$ cat config.mk
export PLATFORM = sky130hd
export DESIGN_NAME = lsfd_diag
export DESIGN_NICKNAME = d
export VERILOG_FILES = /design/src/lsfd_pkg.sv /design/src/lsfd_diag.sv
export SDC_FILE = /design/constraint.sdc
export NUM_CORES = 1
export LEC_CHECK = 0
export ABC_AREA = 1
export BUFFER_PORTS_ARGS = -buffer_cell sky130_fd_sc_hd__buf_2
export CORE_MARGIN = 2
export CORE_UTILIZATION = 34
export DETAILED_ROUTE_END_ITERATION = 12
export SYNTH_ARGS = -nofsm -noshare
export SYNTH_HDL_FRONTEND = slang
export SYNTH_SLANG_ARGS = --single-unit
$ cat constraint.sdc
create_clock -name i_core_clk -period 1.7 [get_ports i_core_clk]
set_clock_uncertainty 0.05 [all_clocks]
set_input_delay 0.085 -clock i_core_clk [delete_from_list [all_inputs] [get_ports i_core_clk]]
set_output_delay 0.085 -clock i_core_clk [all_outputs]
set_load 0.01 [all_outputs]
$ cat src/lsfd_pkg.sv
// Overview of operation
// - short to supply is checked only while the output is commanded off
// - short fault latches only after the gate drive has discharged
// - short sets short and off-open flags; fault pin shows it live
// - status read clears short flag only once the short has gone
// - short_detect_disable stops short detection and report per output
// - off output pulled above openload threshold flags an openload
// - off-open flag clears on read only when gone and fault pin high
// - off_open_detect_disable stops off-state openload check per output
// - led_open_select picks led threshold, otherwise bulb threshold
// - on-state openload sets flag, output stays on, fault pin untouched
// - led openload sampled once per check period at full duty only
// - on-open flag clears only after removal and a status read
// - on_open_detect_disable stops on-state openload check per output
// - sense pin routes scaled current or ground-flag temperature
// - current sense only while selected switch on, never in fail-safe
// - normal mode latches temperature prewarning, cleared by read or power-on reset
// - supply clamp during overload turn-off switches every output on
// - logic supply loss with fail enable resets serial registers
// - without logic supply outputs follow direct inputs, zero config
// - power loss with logic supply keeps config, reports supply low
// - both supplies below power-on threshold clear registers and faults
package lsfd_pkg;

   localparam int        NCH           = 2;
   localparam int        CLK_MHZ       = 25;
   // led check period in microseconds, plain default
   localparam int        LED_CHECK_US  = 1000;
   localparam int        LED_CHECK_CYC = LED_CHECK_US * CLK_MHZ;
   localparam logic [7:0] DUTY_FULL    = 8'hff;
   localparam logic      FLAG_RST      = 1'b0;
   localparam logic      FAULT_N_RST   = 1'b1;
   localparam logic      SWITCH_RST    = 1'b0;

   // per-output configuration from the serial registers
   typedef struct packed {
      logic short_detect_disable;
      logic off_open_detect_disable;
      logic on_open_detect_disable;
      logic led_open_select;
      logic sense_ratio_select;
   } lsfd_ch_cfg_t;

   // global configuration from global_config_reg
   typedef struct packed {
      logic       logic_supply_fail_enable;
      logic       pwm_module_enable;
      logic       temp_feedback_enable;
      logic       sense_output_enable;
      logic [1:0] sense_route_select;
   } lsfd_glb_cfg_t;

   // per-output analog comparator and pin levels
   typedef struct packed {
      logic gate_low;
      logic above_short_thr;
      logic above_open_thr;
      logic below_bulb_thr;
      logic below_led_thr;
      logic direct_in;
   } lsfd_ch_sense_t;

   // supply monitors
   typedef struct packed {
      logic logic_supply_ok;
      logic power_supply_ok;
      logic supply_above_por;
      logic clamp_exceeded;
      logic temp_warn;
   } lsfd_supply_t;

   typedef struct packed {
      logic short_to_supply_flag;
      logic off_open_flag;
      logic on_open_flag;
   } lsfd_ch_flags_t;

   typedef enum logic [1:0] {SENSE_OFF, SENSE_CURRENT, SENSE_TEMP} lsfd_sense_t;

endpackage

$ cat src/lsfd_diag.sv
`timescale 1ns/1ps
module lsfd_diag
   import lsfd_pkg::*;
#(
   parameter int LED_CHECK_CYCLES = LED_CHECK_CYC
) (
   input  wire logic                       i_core_clk,
   input  wire logic                       i_rst_n,
   input  wire lsfd_ch_sense_t [NCH-1:0]   i_ch_sense,
   input  wire lsfd_supply_t               i_supply,
   input  wire lsfd_ch_cfg_t   [NCH-1:0]   i_ch_cfg,
   input  wire lsfd_glb_cfg_t              i_glb_cfg,
   input  wire logic           [NCH-1:0]   i_out_cmd,
   input  wire logic [NCH-1:0][7:0]        i_duty,
   input  wire logic           [NCH-1:0]   i_overload_off,
   input  wire logic                       i_status_read,
   output lsfd_ch_flags_t      [NCH-1:0]   o_ch_flags,
   output logic                            o_fault_status_n,
   output logic                            o_temp_prewarn_flag,
   output logic                            o_supply_low_flag,
   output logic                [NCH-1:0]   o_switch_on,
   output lsfd_sense_t                     o_sense_mode,
   output logic                            o_sense_channel,
   output logic                            o_sense_ratio,
   output logic                            o_fail_safe,
   output logic                            o_serial_clear
);

   localparam int CW = $clog2(LED_CHECK_CYCLES + 1);
   localparam int SW = $bits(lsfd_ch_sense_t) * NCH + $bits(lsfd_supply_t);

   // ------------------------------------------------------------------
   // pin synchronisers
   // ------------------------------------------------------------------
   // first stage feeds only the second stage
   logic [SW-1:0]              meta_reg;
   logic [SW-1:0]              sync_reg;
   lsfd_ch_sense_t [NCH-1:0]   chs;
   lsfd_supply_t               sup;

   always_ff @(posedge i_core_clk or negedge i_rst_n) begin
      if (!i_rst_n) begin
         meta_reg <= '0;
         sync_reg <= '0;
      end else begin
         meta_reg <= {i_ch_sense, i_supply};
         sync_reg <= meta_reg;
      end
   end

   assign {chs, sup} = sync_reg;

   // ------------------------------------------------------------------
   // mode and effective configuration
   // ------------------------------------------------------------------
   logic                     fail_safe;
   logic                     por;
   lsfd_ch_cfg_t [NCH-1:0]   cfg;
   lsfd_glb_cfg_t            gcfg;
   logic         [NCH-1:0]   cmd_on;

   assign fail_safe = !sup.logic_supply_ok;
   assign por       = !sup.supply_above_por;

   // without logic supply every setting except logic_supply_fail_enable reads as zero
   always_comb begin
      for (int c = 0; c < NCH; c++) begin
         cfg[c]    = fail_safe ? '0 : i_ch_cfg[c];
         cmd_on[c] = fail_safe ? chs[c].direct_in : i_out_cmd[c];
      end
      gcfg = fail_safe ? '0 : i_glb_cfg;
   end

   // ------------------------------------------------------------------
   // led openload period timers
   // ------------------------------------------------------------------
   logic [NCH-1:0][CW-1:0] led_cnt_reg;
   logic [NCH-1:0][CW-1:0] led_cnt_next;
   logic [NCH-1:0]         led_run;
   logic [NCH-1:0]         led_tick;

   // a timer only runs while the output is fully on in led mode
   always_comb begin
      for (int c = 0; c < NCH; c++) begin
         led_run[c]  = cmd_on[c] && cfg[c].led_open_select
                    && gcfg.pwm_module_enable && i_duty[c] == DUTY_FULL;
         led_tick[c] = led_run[c]
                    && led_cnt_reg[c] == CW'(LED_CHECK_CYCLES - 1);
         if (!led_run[c] || led_tick[c]) begin
            led_cnt_next[c] = '0;
         end else begin
            led_cnt_next[c] = led_cnt_reg[c] + CW'(1);
         end
      end
   end

   always_ff @(posedge i_core_clk or negedge i_rst_n) begin
      if (!i_rst_n) begin
         led_cnt_reg <= '0;
      end else begin
         led_cnt_reg <= led_cnt_next;
      end
   end

   // ------------------------------------------------------------------
   // fault detection and latched flags
   // ------------------------------------------------------------------
   lsfd_ch_flags_t [NCH-1:0] flags_reg;
   lsfd_ch_flags_t [NCH-1:0] flags_next;
   logic                     fault_n_reg;
   logic                     fault_n_next;
   logic                     prewarn_reg;
   logic                     prewarn_next;
   logic                     uv_reg;
   logic                     uv_next;
   logic [NCH-1:0]           short_cond;
   logic [NCH-1:0]           open_cond;
   logic [NCH-1:0]           on_present;
   logic [NCH-1:0]           on_set;
   logic                     uv_cond;

   // set always wins over a read clear in the same cycle
   always_comb begin
      for (int c = 0; c < NCH; c++) begin
         short_cond[c] = !cmd_on[c] && chs[c].gate_low
                      && chs[c].above_short_thr
                      && !cfg[c].short_detect_disable;
         open_cond[c]  = !cmd_on[c] && chs[c].gate_low
                      && chs[c].above_open_thr
                      && !cfg[c].off_open_detect_disable;
         on_present[c] = cmd_on[c] && !cfg[c].on_open_detect_disable
                      && (cfg[c].led_open_select ? chs[c].below_led_thr
                                                 : chs[c].below_bulb_thr);
         on_set[c]     = on_present[c]
                      && (!cfg[c].led_open_select || led_tick[c]);
         flags_next[c].short_to_supply_flag = short_cond[c]
            || (flags_reg[c].short_to_supply_flag
                && !i_status_read);
         flags_next[c].off_open_flag = short_cond[c] || open_cond[c]
            || (flags_reg[c].off_open_flag
                && !(i_status_read && fault_n_reg));
         flags_next[c].on_open_flag = on_set[c]
            || (flags_reg[c].on_open_flag
                && !(i_status_read && !on_present[c]));
         if (por) begin
            flags_next[c] = '0;
         end
      end
      // on-state openload never pulls the fault pin
      fault_n_next = !(|short_cond || |open_cond);
      uv_cond      = !sup.power_supply_ok && sup.logic_supply_ok;
      uv_next      = !por && (uv_cond || (uv_reg && !i_status_read));
      prewarn_next = !por && ((sup.temp_warn && !fail_safe)
                     || (prewarn_reg && !i_status_read));
   end

   always_ff @(posedge i_core_clk or negedge i_rst_n) begin
      if (!i_rst_n) begin
         flags_reg   <= '0;
         fault_n_reg <= FAULT_N_RST;
         prewarn_reg <= FLAG_RST;
         uv_reg      <= FLAG_RST;
      end else begin
         flags_reg   <= flags_next;
         fault_n_reg <= fault_n_next;
         prewarn_reg <= prewarn_next;
         uv_reg      <= uv_next;
      end
   end

   // ------------------------------------------------------------------
   // output switches, sense routing and serial register clear
   // ------------------------------------------------------------------
   logic [NCH-1:0] sw_reg;
   logic [NCH-1:0] sw_next;
   lsfd_sense_t    sense_reg;
   lsfd_sense_t    sense_next;
   logic           sch_reg;
   logic           sch_next;
   logic           sratio_reg;
   logic           sratio_next;
   logic           fs_reg;
   logic           clr_reg;
   logic           clr_next;
   logic           clamp;

   // a clamp overrides the overload turn-off on every output
   always_comb begin
      clamp    = sup.clamp_exceeded && |i_overload_off;
      sw_next  = clamp ? '1 : cmd_on;
      sch_next = gcfg.sense_route_select[0];
      sratio_next = cfg[sch_next].sense_ratio_select;
      if (gcfg.temp_feedback_enable) begin
         sense_next = SENSE_TEMP;
      end else if (gcfg.sense_output_enable && !fail_safe
                   && !gcfg.sense_route_select[1] && sw_next[sch_next]) begin
         sense_next = SENSE_CURRENT;
      end else begin
         sense_next = SENSE_OFF;
      end
      clr_next = por || (fail_safe
                 && i_glb_cfg.logic_supply_fail_enable);
   end

   always_ff @(posedge i_core_clk or negedge i_rst_n) begin
      if (!i_rst_n) begin
         sw_reg     <= {NCH{SWITCH_RST}};
         sense_reg  <= SENSE_OFF;
         sch_reg    <= 1'b0;
         sratio_reg <= 1'b0;
         fs_reg     <= 1'b0;
         clr_reg    <= 1'b0;
      end else begin
         sw_reg     <= sw_next;
         sense_reg  <= sense_next;
         sch_reg    <= sch_next;
         sratio_reg <= sratio_next;
         fs_reg     <= fail_safe;
         clr_reg    <= clr_next;
      end
   end

   assign o_ch_flags          = flags_reg;
   assign o_fault_status_n    = fault_n_reg;
   assign o_temp_prewarn_flag = prewarn_reg;
   assign o_supply_low_flag   = uv_reg;
   assign o_switch_on         = sw_reg;
   assign o_sense_mode        = sense_reg;
   assign o_sense_channel     = sch_reg;
   assign o_sense_ratio       = sratio_reg;
   assign o_fail_safe         = fs_reg;
   assign o_serial_clear      = clr_reg;
endmodule

; ---- Yosys cells after proc, flatten, opt, wreduce, memory -nomap -nowiden
; Index checks and enable logic that the tools add are counted.
[classes]
add_sub_neg = 2
n_reduce_logical = 86
n_lt_le_gt_ge = 1
n_mux = 18
n_eq_ne = 4
[op_table]
columns = operator, n
row1 = $logic_and A1 B1 Y1, 44
row2 = $add A15 B1 Y15 const B, 2
row3 = $eq A15 B15 Y1 const B, 2
row4 = $mux W15, 2
row5 = $logic_not A1 Y1, 23
row6 = $eq A8 B8 Y1 const B, 2
row7 = $logic_or A1 B1 Y1, 16
row8 = $mux W5, 3
row9 = $mux W1, 9
row10 = $mux W3, 2
row11 = $reduce_or A2 Y1, 3
row12 = $mux W2, 2
row13 = $lt A1 B2 Y1 const B, 1
[word_totals]
reg_bits = 81
elab_cells = 130
output_inout_bits = 17

; ---- Depth between registers and ports, before layout
; Gate-level depths: netlist (run 1).
[logic_depth]
word_depth = 10
ltp_mapped = 9
mapped_depth_nobuf = 9

; ---- Least setup slack after synthesis (run 1)
; No wires, ideal clock.
[synth_timing]
path_kind = register to register
start = register led_cnt_reg[15] (netlist name)
end = register led_cnt_reg[20] (netlist name)
path_slack_ns = 0.266
path_buffers = 0
stages_incl_launch_ff = 9
period_less_slack_ns = 1.434
t_required_ns = 1.529
t_arrival_ns = 1.264
cell_sequence = dfrtp_1 ha_1 nand2_1 nor2_1 nand3_1 nor2_1 nor2_4 inv_2 nor2_2
[synth_lines]
columns = element, line
row1 = from (decl), lsfd_diag.sv:77  ; logic [NCH-1:0][CW-1:0] led_cnt_reg;
row2 = from (signal assigned), lsfd_diag.sv:101  ; led_cnt_reg <= led_cnt_next;

==> impl_metrics.csv, run 1 <==
group,metric,value,unit
final_layout,fillerInstances,947,
detailed_routing,drtAntennaViolNets,0,
clock_tree,cts-buffers-inserted,9,
clock_tree,postCtsSetupBuffers,0,
timing,timing.final.setup_violations,0,
yosys,yosys_warnings,0,
final_layout,area_growth_syn_to_layout,32.8,%
yosys,synth.avg_cell_area,9.03,um2
run,drv_cap,0,
die,initial_core_utilization,34.5,%
placed_design,finalWeightedCongestion,0.912,
power_and_ir_drop,clockPowerShare,41.5,%
power_and_ir_drop,total_switching_power,935,uW
placed_design,detailed_place_hpwl,5.19,mm
placed_design,placedCellCount,578,
setup_path,arrival,1.81,ns
timing,max_slew.worst_pin.slew,0.550,ns
timing,timing.fmax,617,MHz
die,floorplan.io_pins,73,
placed_design,io_buffers,72,
yosys,postSynth.topFlopCell,"sky130_fd_sc_hd__dfrtp_1",
final_layout,finish.cell_count_without_fillers,622,
yosys,syn_nets,426,
die,core-area,9640,um2
power_and_ir_drop,seqPwrFrac,51.4,%
clock_tree,clock_latency,0.36,ns
yosys,synth_edf_count,0,
yosys,number_of_distinct_library_cells_after_synthesis,27,
global_routing,grt_pass1_wl,11.9,mm
yosys,synth.yosys.seq_area_share,61.0,%
final_layout,most_common_library_cell_in_the_layout_ignoring_fill_and_taps,"sky130_fd_sc_hd__nand2_1",
clock_tree,root_buffer,"sky130_fd_sc_hd__clkbuf_8",
global_routing,grt_use_total,14.8,%
final_layout,antenna_cells,0,
die,die_width,103,um
global_routing,antenna_found_initial,0,
global_routing,grt_remaining_overflow,0,
yosys,number_of_storage_elements_in_the_synthesis_netlist,81,
clock_tree,clock_sinks,81,
power_and_ir_drop,power.share.combinational,7.1,%
die,rows,36,
detailed_routing,route.detailed.wl_per_inst,11.7,um
global_routing,grt_pass1_vias,2597,
timing,final_hold_viol_count,0,
clock_tree,tritoncts,"yes",
detailed_routing,route.detailed.vias_per_inst,4.32,
setup_path,crit_path_start_kind,"register",
worst_hold_path,hold_class,"input pin to register",
detailed_routing,dr.first_iter.drc_count,103,
setup_path,timing.critical_path.fanout_max,11,
clock_tree,clk_pin_slew_worst_paths,0.09,ns
die,die-area,10600,um2
detailed_routing,detail_route.wirelength,7.30,mm
setup_path,critPathRequiredTime,1.89,ns
power_and_ir_drop,pwr_density_cell,889,nW/um2
power_and_ir_drop,worst_ir_drop_vdd,0.000459,V
timing,final_worst_path_period_share,95.3,%
timing,rsz0062_at_grt,"yes",
final_layout,design_area,4420,um2
detailed_routing,drc,0,
die,dieHeight,103,um
global_routing,largest_net_degree_at_the_start_of_global_routing,42,
final_layout,drive_gt1_share,24.9,%
placed_design,placed_cell_area,3900,um2
power_and_ir_drop,intPower,2990,uW
outcome,outcome,"completed",
timing,slew_viol_final,0,
final_layout,finish.net_count,542,
power_and_ir_drop,swShare,23.8,%
final_layout,largest_register_ffs,30,
power_and_ir_drop,static-leakage-power,0.00213,uW
yosys,synth-async-reset-ratio,100,%
timing,fin_crit,1.62,ns
detailed_routing,routed-via-count,2690,
clock_tree,cts_max_level,3,
setup_path,endpoint_kind,"register",
clock_tree,cts_max_path_buffers,2,
timing,max-slew-margin-rel,63.3,%
yosys,synthCells,368,
setup_path,setup.worst_path.class,"register to register",
detailed_routing,drt_first_pass_iters,4,
final_layout,mostFrequentLayoutCells,"95 x sky130_fd_sc_hd__nand2_1, 79 x sky130_fd_sc_hd__dfrtp_1, 71 x sky130_fd_sc_hd__buf_2",
yosys,synth_area,3320,um2
-- timing repair --
action	in CTS	in global routing
resized for setup	0	2
endpoints found under the setup margin	0	30
endpoints found under the hold margin	61	0
hold buffers	27	0
-- power by group through the flow --
stage	Sequential, uW	Clock (uW)	Combinational [uW]
global route	2020	1740	320
finish	2020	1630	279
detailed placement	2060	0	236
global placement	2060	0	232
CTS	2020	1680	284
floorplan	2060	0	68.3
-- worst max-delay path, cell delays in order, from the launching register on --
cell	delay [ns]
sky130_fd_sc_hd__dfrtp_2	0.49
sky130_fd_sc_hd__buf_4	0.19
sky130_fd_sc_hd__nand2_1	0.06
sky130_fd_sc_hd__inv_1	0.06
sky130_fd_sc_hd__nand2_1	0.05
sky130_fd_sc_hd__nand2_1	0.05
sky130_fd_sc_hd__dlygate4sd3_1	0.56
-- cell usage after synthesis, types with 2 or more instances --
| master | n | area share [%] |
|---|---|---|
| sky130_fd_sc_hd__nor3_1 | 4 | 0.60 |
| sky130_fd_sc_hd__dfrtp_1 | 80 | 60 |
| sky130_fd_sc_hd__xnor2_1 | 2 | 0.53 |
| sky130_fd_sc_hd__xor2_1 | 3 | 0.79 |
| sky130_fd_sc_hd__o21ai_0 | 6 | 0.90 |
| sky130_fd_sc_hd__o21bai_1 | 2 | 0.45 |
| sky130_fd_sc_hd__nor2_4 | 2 | 0.68 |
| sky130_fd_sc_hd__inv_2 | 6 | 0.68 |
| sky130_fd_sc_hd__nand4_1 | 3 | 0.56 |
| sky130_fd_sc_hd__a31oi_1 | 2 | 0.38 |
| sky130_fd_sc_hd__nor3_2 | 2 | 0.60 |
| sky130_fd_sc_hd__and2_1 | 2 | 0.38 |
| sky130_fd_sc_hd__nor2_2 | 10 | 1.9 |
| sky130_fd_sc_hd__inv_1 | 39 | 4.4 |
| sky130_fd_sc_hd__or2_2 | 2 | 0.38 |
| sky130_fd_sc_hd__nor2_1 | 55 | 6.2 |
| sky130_fd_sc_hd__nand3_1 | 26 | 3.9 |
| sky130_fd_sc_hd__a21oi_1 | 13 | 2.0 |
| sky130_fd_sc_hd__ha_1 | 2 | 0.75 |
| sky130_fd_sc_hd__o21ai_1 | 6 | 0.90 |
| sky130_fd_sc_hd__nand2_1 | 95 | 11 |
-- stage by stage --
stage	setup WS (ns)	TNS, ns	hold slack [ns]	utilization [%]	power [uW]
floorplan	0.266	0	-0.261	-	2130
global placement	0.132	0	0.0612	40.5	2290
detailed placement	0.0775	0	0.0642	40.5	2290
CTS	0.0246	0	0.0152	45.7	3990
global route	-0.0119	-0.0218	0.0700	45.8	4090
finish	0.0796	0	0.0212	45.8	3930
-- logic make-up (layout without fill, tap and decap cells) --
logic type,count (synthesis),after routing,synth area share (%)
flops,81,81,61.0
buf+inv,47,167,5.57
fa+ha+maj,2,2,0.753
simple gates,203,204,26.5
xor+xnor,5,5,1.32
compound gates,30,30,4.85
-- area by class of cell --
| type | instances | area [um2] | area share, % |
|---|---|---|---|
| flip-flops and latches | 81 | 2030 | 46.0 |
| repair buffers | 106 | 698 | 15.8 |
| clock inverters | 7 | 109 | 2.47 |
| clock buffers | 9 | 124 | 2.81 |
| inverters | 45 | 169 | 3.83 |
| well taps | 133 | 166 | 3.77 |
| multi-input cells | 241 | 1120 | 25.4 |
-- layer usage --
layer  routed length, um  vias up  track usage (%)
met2                3370       67             24.2
met3                 329       12             2.98
met5                   0        -                0
met4                 152        0             6.78
li1                    -     1381                -
met1                3440     1230             19.1
-- final timing paths --
| path | startpoint | to | slack [ns] | cells after the start |
|---|---|---|---|---|
| setup / recovery | sync_reg[4] | o_sense_ratio | 0.08 | 6 |
| hold / removal | i_ch_cfg[9] | o_ch_flags[5] | 0.02 | 4 |
| setup reg to reg | sync_reg[4] | o_sense_ratio | 0.08 | 6 |
| hold reg to reg | meta_reg[13] | sync_reg[13] | 0.30 | 0 |
| max in group asynchronous | i_rst_n | led_cnt_reg[23] | 0.85 | 3 |
| min in group asynchronous | i_rst_n | meta_reg[6] | 0.21 | 2 |
Note: power is estimated with default switching activity, not from simulation.
==> inputs of run 2 (changes only) <==
- CORE_UTILIZATION: 34 -> 50
- PLACE_DENSITY: default -> 0.74
==> run 2 against run 1 <==
Effect of this change: final cell count fell by 9.5%; utilization rose by 21 points; largest power group unchanged; maximum frequency rose by 1.5%; register-to-register slack improved by 0.02 ns; via count rose by 2.0%; count of clock-buffer cells in the layout did not move; critical path type unchanged; worst setup slack improved by 0.023 ns; clock power fell by 13%; combinational power barely moved; design area fell by 2.8%; power fell by 5.6%; wire length fell by 1.4%.
==> impl_metrics.csv, run 2 (synthesized netlist as in run 1, its figures left out) <==
group,metric,value,unit
die,rows,29,
setup_path,longest_individual_stage_delay_on_the_worst_path,0.55,ns
clock_tree,cts_max_level,3,
setup_path,endpoint_kind,"register",
outcome,outcome,"completed",
clock_tree,clock_sinks,81,
clock_tree,clk_pin_slew_worst_paths,0.09,ns
global_routing,grt_pass1_vias,2689,
power_and_ir_drop,static-leakage-power,0.00210,uW
final_layout,area_growth_syn_to_layout,29.1,%
global_routing,grt_pass1_wl,11.9,mm
die,die-area,7320,um2
power_and_ir_drop,worst_ir_drop_vdd,0.000932,V
final_layout,seqCellArea,2030,um2
final_layout,fillerInstances,500,
power_and_ir_drop,swShare,23.9,%
clock_tree,tritoncts,"yes",
setup_path,timing.critical_path.from,"sync_reg[4]",
setup_path,regToRegStartpoint,"sync_reg[4]",
power_and_ir_drop,intPower,2820,uW
setup_path,critical_path.top_delay_family,"buffers and inverters",
die,floorplan.io_pins,73,
detailed_routing,detail_route.wirelength,7.19,mm
setup_path,worstPathBufferInverterCount,3,
timing,fin_crit,1.60,ns
setup_path,critical_path.cell_chain,"buf_4 -> nand2_1 -> inv_1 -> nand2_1 -> nand2_1 -> dlygate4sd3_1",
final_layout,antenna_cells,0,
power_and_ir_drop,power.share.combinational,7.5,%
worst_hold_path,hold_class,"input pin to register",
detailed_routing,dr.first_iter.drc_count,102,
setup_path,timing.reg2reg.setup_slack,0.10,ns
final_layout,largest_register_ffs,30,
setup_path,cp.depth,6,
placed_design,io_buffers,72,
setup_path,cp-endpoint,"o_sense_ratio",
final_layout,final_core_utilization,67.2,%
placed_design,finalWeightedCongestion,0.810,
die,core-area,6390,um2
worst_hold_path,worst_hold_startpoint,"i_ch_cfg[8]",
timing,max-slew-margin-rel,73.9,%
global_routing,grt_use_total,20.9,%
setup_path,arrival,1.77,ns
final_layout,finish.net_count,539,
placed_design,detailed_place_hpwl,4.92,mm
timing,setup_total_negative_slack,0,ns
clock_tree,root_buffer,"sky130_fd_sc_hd__clkbuf_8",
global_routing,largest_net_degree_at_the_start_of_global_routing,55,
setup_path,crit_path_start_kind,"register",
detailed_routing,drt_first_pass_iters,4,
clock_tree,cts-buffers-inserted,9,
setup_path,path_common_cell,"sky130_fd_sc_hd__nand2_1",
final_layout,design_area,4290,um2
timing,slew_viol_final,0,
timing,final_worst_path_period_share,93.9,%
timing,final_hold_viol_count,0,
timing,rsz0062_at_grt,"yes",
global_routing,antenna_found_initial,0,
placed_design,placed_cell_area,3820,um2
final_layout,drive_gt1_share,24.5,%
run,drv_cap,0,
power_and_ir_drop,clockPowerShare,38.0,%
timing,timing.final.setup_violations,0,
detailed_routing,drc,0,
detailed_routing,routed-via-count,2745,
die,initial_core_utilization,52.1,%
clock_tree,clock_latency,0.34,ns
setup_path,r2r_end,"o_sense_ratio",
power_and_ir_drop,total_switching_power,887,uW
setup_path,r2r.worst_path.cells,6,
power_and_ir_drop,pwr_density_cell,864,nW/um2
clock_tree,cts_max_path_buffers,2,
setup_path,critPathRequiredTime,1.88,ns
power_and_ir_drop,seqPwrFrac,54.4,%
final_layout,most_common_library_cell_in_the_layout_ignoring_fill_and_taps,"sky130_fd_sc_hd__nand2_1",
detailed_routing,route.detailed.wl_per_inst,12.8,um
setup_path,timing.critical_path.fanout_max,11,
final_layout,multi_input_comb_area,1110,um2
setup_path,worst_path_max_delay_cell,"sky130_fd_sc_hd__dlygate4sd3_1",
timing,max_slew.worst_pin.slew,0.387,ns
timing,timing.fmax,626,MHz
detailed_routing,route.detailed.vias_per_inst,4.88,
die,die_width,85.5,um
die,dieHeight,85.5,um
setup_path,setup.worst_path.class,"register to register",
global_routing,grt_remaining_overflow,0,
clock_tree,postCtsSetupBuffers,0,
detailed_routing,drtAntennaViolNets,0,
final_layout,mostFrequentLayoutCells,"95 x sky130_fd_sc_hd__nand2_1, 79 x sky130_fd_sc_hd__dfrtp_1, 71 x sky130_fd_sc_hd__buf_2",
[run 2: cell count changes in the layout (fill, tap and decap cells not counted), sizes merged]
cell / delta
buf: -2
inv: -1
bufinv: -1
nor2: -1
clkinvlp: +2
[run 2: metrics by stage]
step | setup WS [ns] | cells | total power (uW) | hold slack [ns]
after floorplan | 0.266 | 368 | 2130 | -0.261
after global placement | 0.157 | 520 | 2280 | -0.0348
after detailed placement | 0.0782 | 520 | 2280 | -0.0301
after CTS | 0.0544 | 563 | 3740 | 0.00854
after global routing | -0.0127 | 563 | 3870 | 0.0593
final | 0.103 | 563 | 3710 | 0.0392
[run 2: worst min-delay path by stage]
stage / slack, ns / cells past startpoint / end
floorplan: -0.26 / 0 / led_cnt_reg[0]
global placement: -0.03 / 1 / sync_reg[1]
detailed placement: -0.03 / 1 / sync_reg[1]
CTS: 0.009 / 4 / o_ch_flags[4]
global route: 0.06 / 4 / o_ch_flags[5]
finish: 0.04 / 4 / o_ch_flags[4]
[run 2: routing by layer]
layer / up-vias / part of all wire, % / global-route usage, %
met3: 9 / 6.0 / 6.26
met5: - / 0 / 0
met1: 1280 / 44 / 26.9
met2: 77 / 48 / 35.2
li1: 1379 / - / -
met4: 0 / 1.1 / 5.19
[run 2: worst register-to-register path: stages, from the launching register on]
cell,delay (ns)
sky130_fd_sc_hd__dfrtp_2,0.49
sky130_fd_sc_hd__buf_4,0.18
sky130_fd_sc_hd__nand2_1,0.06
sky130_fd_sc_hd__inv_1,0.06
sky130_fd_sc_hd__nand2_1,0.05
sky130_fd_sc_hd__nand2_1,0.04
sky130_fd_sc_hd__dlygate4sd3_1,0.55
[run 2: cell type report]
type	count	share of cell area, %
Inverter	45	3.94
Clock buffer	9	2.89
Tap cell	77	2.24
Multi-Input combinational cell	240	25.9
Sequential cell	81	47.3
Timing Repair Buffer	104	15.9
Clock inverter	7	1.78
[run 2: power by group through the flow]
stage / Sequential, uW / Clock, uW / Combinational (uW)
3_3_place_gp: 2050 / 0 / 224
5_1_grt: 2020 / 1530 / 311
2_1_floorplan: 2060 / 0 / 68.3
3_5_place_dp: 2050 / 0 / 228
4_1_cts: 2020 / 1440 / 278
6_report: 2020 / 1410 / 279
[run 2: what timing repair did]
| action | CTS | global route |
|---|---|---|
| resized for setup | 0 | 2 |
| hold buffers | 27 | 0 |
| setup endpoints to repair | 0 | 29 |
| hold endpoints to repair | 105 | 0 |
==> inputs of run 3 (changes only) <==
- ABC_AREA: 1 -> default
- PLACE_DENSITY: 0.74 -> 0.75
- TNS_END_PERCENT: default -> 5
==> run 3 against run 2 <==
Effect of this change: the flow now finishes with violations (setup timing); count of clock-buffer cells in the layout grew 1; design area shrank 0.82%; sequential share of layout area grew 0.36 points; non-clock buffer count grew 14; synthesized area shrank 3.8%; utilization grew 0.61 points; critical path depth shrank 3; final cell count shrank 16%; first-iteration DRC count grew 30%; synthesized cell count shrank 27%; critical endpoint is now led_cnt_reg[16].
==> impl_metrics.csv, run 3 <==
group,metric,value,unit
detailed_routing,routed-via-count,2455,
clock_tree,clock_sinks,81,
die,floorplan.io_pins,73,
power_and_ir_drop,pwr_density_cell,830,nW/um2
yosys,synth_edf_count,0,
placed_design,placedCellCount,434,
setup_path,arrival,2.09,ns
yosys,synth.yosys.seq_area_share,63.4,%
yosys,synth-async-reset-ratio,100,%
timing,fin_crit,1.90,ns
setup_path,setup.worst_path.class,"register to register",
timing,slew_viol_final,0,
setup_path,crit_path_start_kind,"register",
yosys,yosys_warnings,0,
die,die-area,7050,um2
detailed_routing,drtAntennaViolNets,0,
die,dieHeight,84.0,um
yosys,netlist_top_cells_area,"sky130_fd_sc_hd__dfrtp_1 63%, sky130_fd_sc_hd__xnor2_1 5.8%, sky130_fd_sc_hd__nor2_1 3.5%, sky130_fd_sc_hd__nand3_1 2.0%, sky130_fd_sc_hd__nand4_1 2.0%",
placed_design,detailed_place_hpwl,4.72,mm
yosys,synth_area,3200,um2
timing,timing.final.setup_violations,15,
global_routing,grt_pass1_vias,2542,
clock_tree,root_buffer,"sky130_fd_sc_hd__clkbuf_8",
setup_path,critPathRequiredTime,1.89,ns
final_layout,mostFrequentLayoutCells,"80 x sky130_fd_sc_hd__dfrtp_1, 71 x sky130_fd_sc_hd__buf_2, 30 x sky130_fd_sc_hd__nor2_1",
global_routing,antenna_found_initial,0,
yosys,synth_top_cell_by_area,"sky130_fd_sc_hd__dfrtp_1",
final_layout,finish.cell_count_without_fillers,474,
global_routing,grt_remaining_overflow,0,
yosys,number_of_storage_elements_in_the_synthesis_netlist,81,
yosys,synthCells,269,
clock_tree,clock_latency,0.35,ns
final_layout,largest_register_ffs,30,
die,core-area,6280,um2
die,initial_core_utilization,50.9,%
yosys,syn_nets,327,
outcome,violations,"setup timing",
timing,final_hold_viol_count,0,
setup_path,timing.critical_path.fanout_max,3,
detailed_routing,drc,0,
clock_tree,cts_max_level,3,
yosys,synth.avg_cell_area,11.9,um2
timing,max_slew.worst_pin.slew,0.511,ns
final_layout,area_growth_syn_to_layout,33.2,%
final_layout,finish.net_count,451,
placed_design,finalWeightedCongestion,0.871,
final_layout,fillerInstances,444,
final_layout,most_common_library_cell_in_the_layout_ignoring_fill_and_taps,"sky130_fd_sc_hd__dfrtp_1",
final_layout,antenna_cells,0,
yosys,postSynth.topFlopCell,"sky130_fd_sc_hd__dfrtp_1",
clock_tree,clk_pin_slew_worst_paths,0.08,ns
timing,timing.fmax,526,MHz
final_layout,design_area,4260,um2
global_routing,grt_use_total,21.4,%
detailed_routing,detail_route.wirelength,6.94,mm
global_routing,grt_pass1_wl,11.7,mm
yosys,synthMostInstantiatedCell,"sky130_fd_sc_hd__dfrtp_1",
yosys,number_of_distinct_library_cells_after_synthesis,40,
timing,final.setup.worst_slack,-0.203,ns
yosys,synth.top_cell.area_share,62.6,%
outcome,outcome,"finished with violations",
die,rows,29,
yosys,synth_common_cells,"80 x sky130_fd_sc_hd__dfrtp_1, 30 x sky130_fd_sc_hd__nor2_1, 21 x sky130_fd_sc_hd__xnor2_1",
placed_design,placed_cell_area,3820,um2
clock_tree,postCtsSetupBuffers,0,
power_and_ir_drop,static-leakage-power,0.00190,uW
final_layout,drive_gt1_share,31.5,%
detailed_routing,dr.first_iter.drc_count,133,
worst_hold_path,hold_class,"input pin to register",
power_and_ir_drop,worst_ir_drop_vdd,0.000642,V
global_routing,largest_net_degree_at_the_start_of_global_routing,42,
detailed_routing,route.detailed.wl_per_inst,14.6,um
timing,rsz0062_at_grt,"yes",
die,die_width,84.0,um
placed_design,io_buffers,72,
clock_tree,cts_max_path_buffers,2,
run,drv_cap,0,
clock_tree,cts-buffers-inserted,9,
detailed_routing,drt_first_pass_iters,4,
timing,final_worst_path_period_share,112,%
timing,setup_total_negative_slack,-2.61,ns
placed_design,pre_cts_slack,-0.254,ns
timing,max-slew-margin-rel,65.9,%
detailed_routing,route.detailed.vias_per_inst,5.18,
setup_path,endpoint_kind,"register",
clock_tree,tritoncts,"yes",
[run 3: changes by cell type in the layout (fill, tap and decap cells not counted), moves of 11 or more]
| cell | change |
|---|---|
| sky130_fd_sc_hd__a21oi_1 | -11 |
| sky130_fd_sc_hd__buf_4 | +15 |
| sky130_fd_sc_hd__inv_1 | -31 |
| sky130_fd_sc_hd__nand2_1 | -82 |
| sky130_fd_sc_hd__nand3_1 | -14 |
| sky130_fd_sc_hd__nor2_1 | -24 |
| sky130_fd_sc_hd__xnor2_1 | +19 |
[run 3: logic make-up (layout without fill, tap and decap cells)]
family / count (synthesis) / count (layout) / share of synthesized area (%)
adder cells (fa/ha/maj): 2 / 2 / 0.783
AO/OA/AOI/OAI: 22 / 22 / 5.13
AND/OR/NAND/NOR: 120 / 120 / 20.2
buffers and inverters: 13 / 141 / 1.80
flip-flops: 81 / 81 / 63.4
XOR/XNOR: 26 / 26 / 7.12
multiplexers: 5 / 5 / 1.57
[run 3: worst paths after layout]
path	from	to	slack [ns]	depth (start not counted)
min in group asynchronous	i_rst_n	meta_reg[9]	0.20	2
worst max register to register	led_cnt_reg[27]	led_cnt_reg[16]	-0.20	3
worst min-delay path	i_overload_off[0]	o_switch_on[0]	0.03	3
worst max-delay path	led_cnt_reg[27]	led_cnt_reg[16]	-0.20	3
max in group asynchronous	i_rst_n	meta_reg[13]	0.83	3
worst min register to register	meta_reg[1]	sync_reg[1]	0.30	0
[run 3: timing repair]
item / in CTS / in global routing
resized for setup: 1 / 3
hold endpoints to repair: 60 / 0
pin swaps: 9 / 2
endpoints found under the setup margin: 15 / 29
hold buffers: 25 / 0
[run 3: routing by layer]
metal	share of wire, %	GRT usage, %
met1	45	28.3
met4	1.4	8.21
met2	50	34.5
met5	0	0
met3	4.1	4.75
[run 3: area by class of cell]
class,count,area (um2),share of cell area [%]
multi-input cells,175,1140,26.7
inverters,8,30.0,0.705
clock buffers,10,128,3.00
clock inverters,5,41.3,0.970
repair buffers,118,796,18.7
well taps,77,96.3,2.26
flip-flops and latches,81,2030,47.6
[run 3: worst max-delay path: stages, from the launching register on]
cell	delay (ns)
sky130_fd_sc_hd__dfrtp_1	0.38
sky130_fd_sc_hd__or4b_4	0.53
sky130_fd_sc_hd__or4_4	0.60
sky130_fd_sc_hd__and3_2	0.24
[run 3: report_power, final]
group          total [uW]  internal (uW)  switching (uW)  leakage (uW)
Clock                1220            535             689     0.0000794
Sequential           2020           1990            31.3       0.00103
Combinational         286            151             136      0.000790
Total                3530           2680             856       0.00190
[run 3: stage by stage]
step / power, uW / hold WS, ns / util, %
6_report: 3530 / 0.0263 / 67.8
2_1_floorplan: 2130 / -0.261 / -
3_3_place_gp: 2290 / 0.0375 / 60.8
3_5_place_dp: 2300 / 0.0448 / 60.8
4_1_cts: 3560 / 0.0152 / 67.6
5_1_grt: 3690 / 0.0409 / 67.8
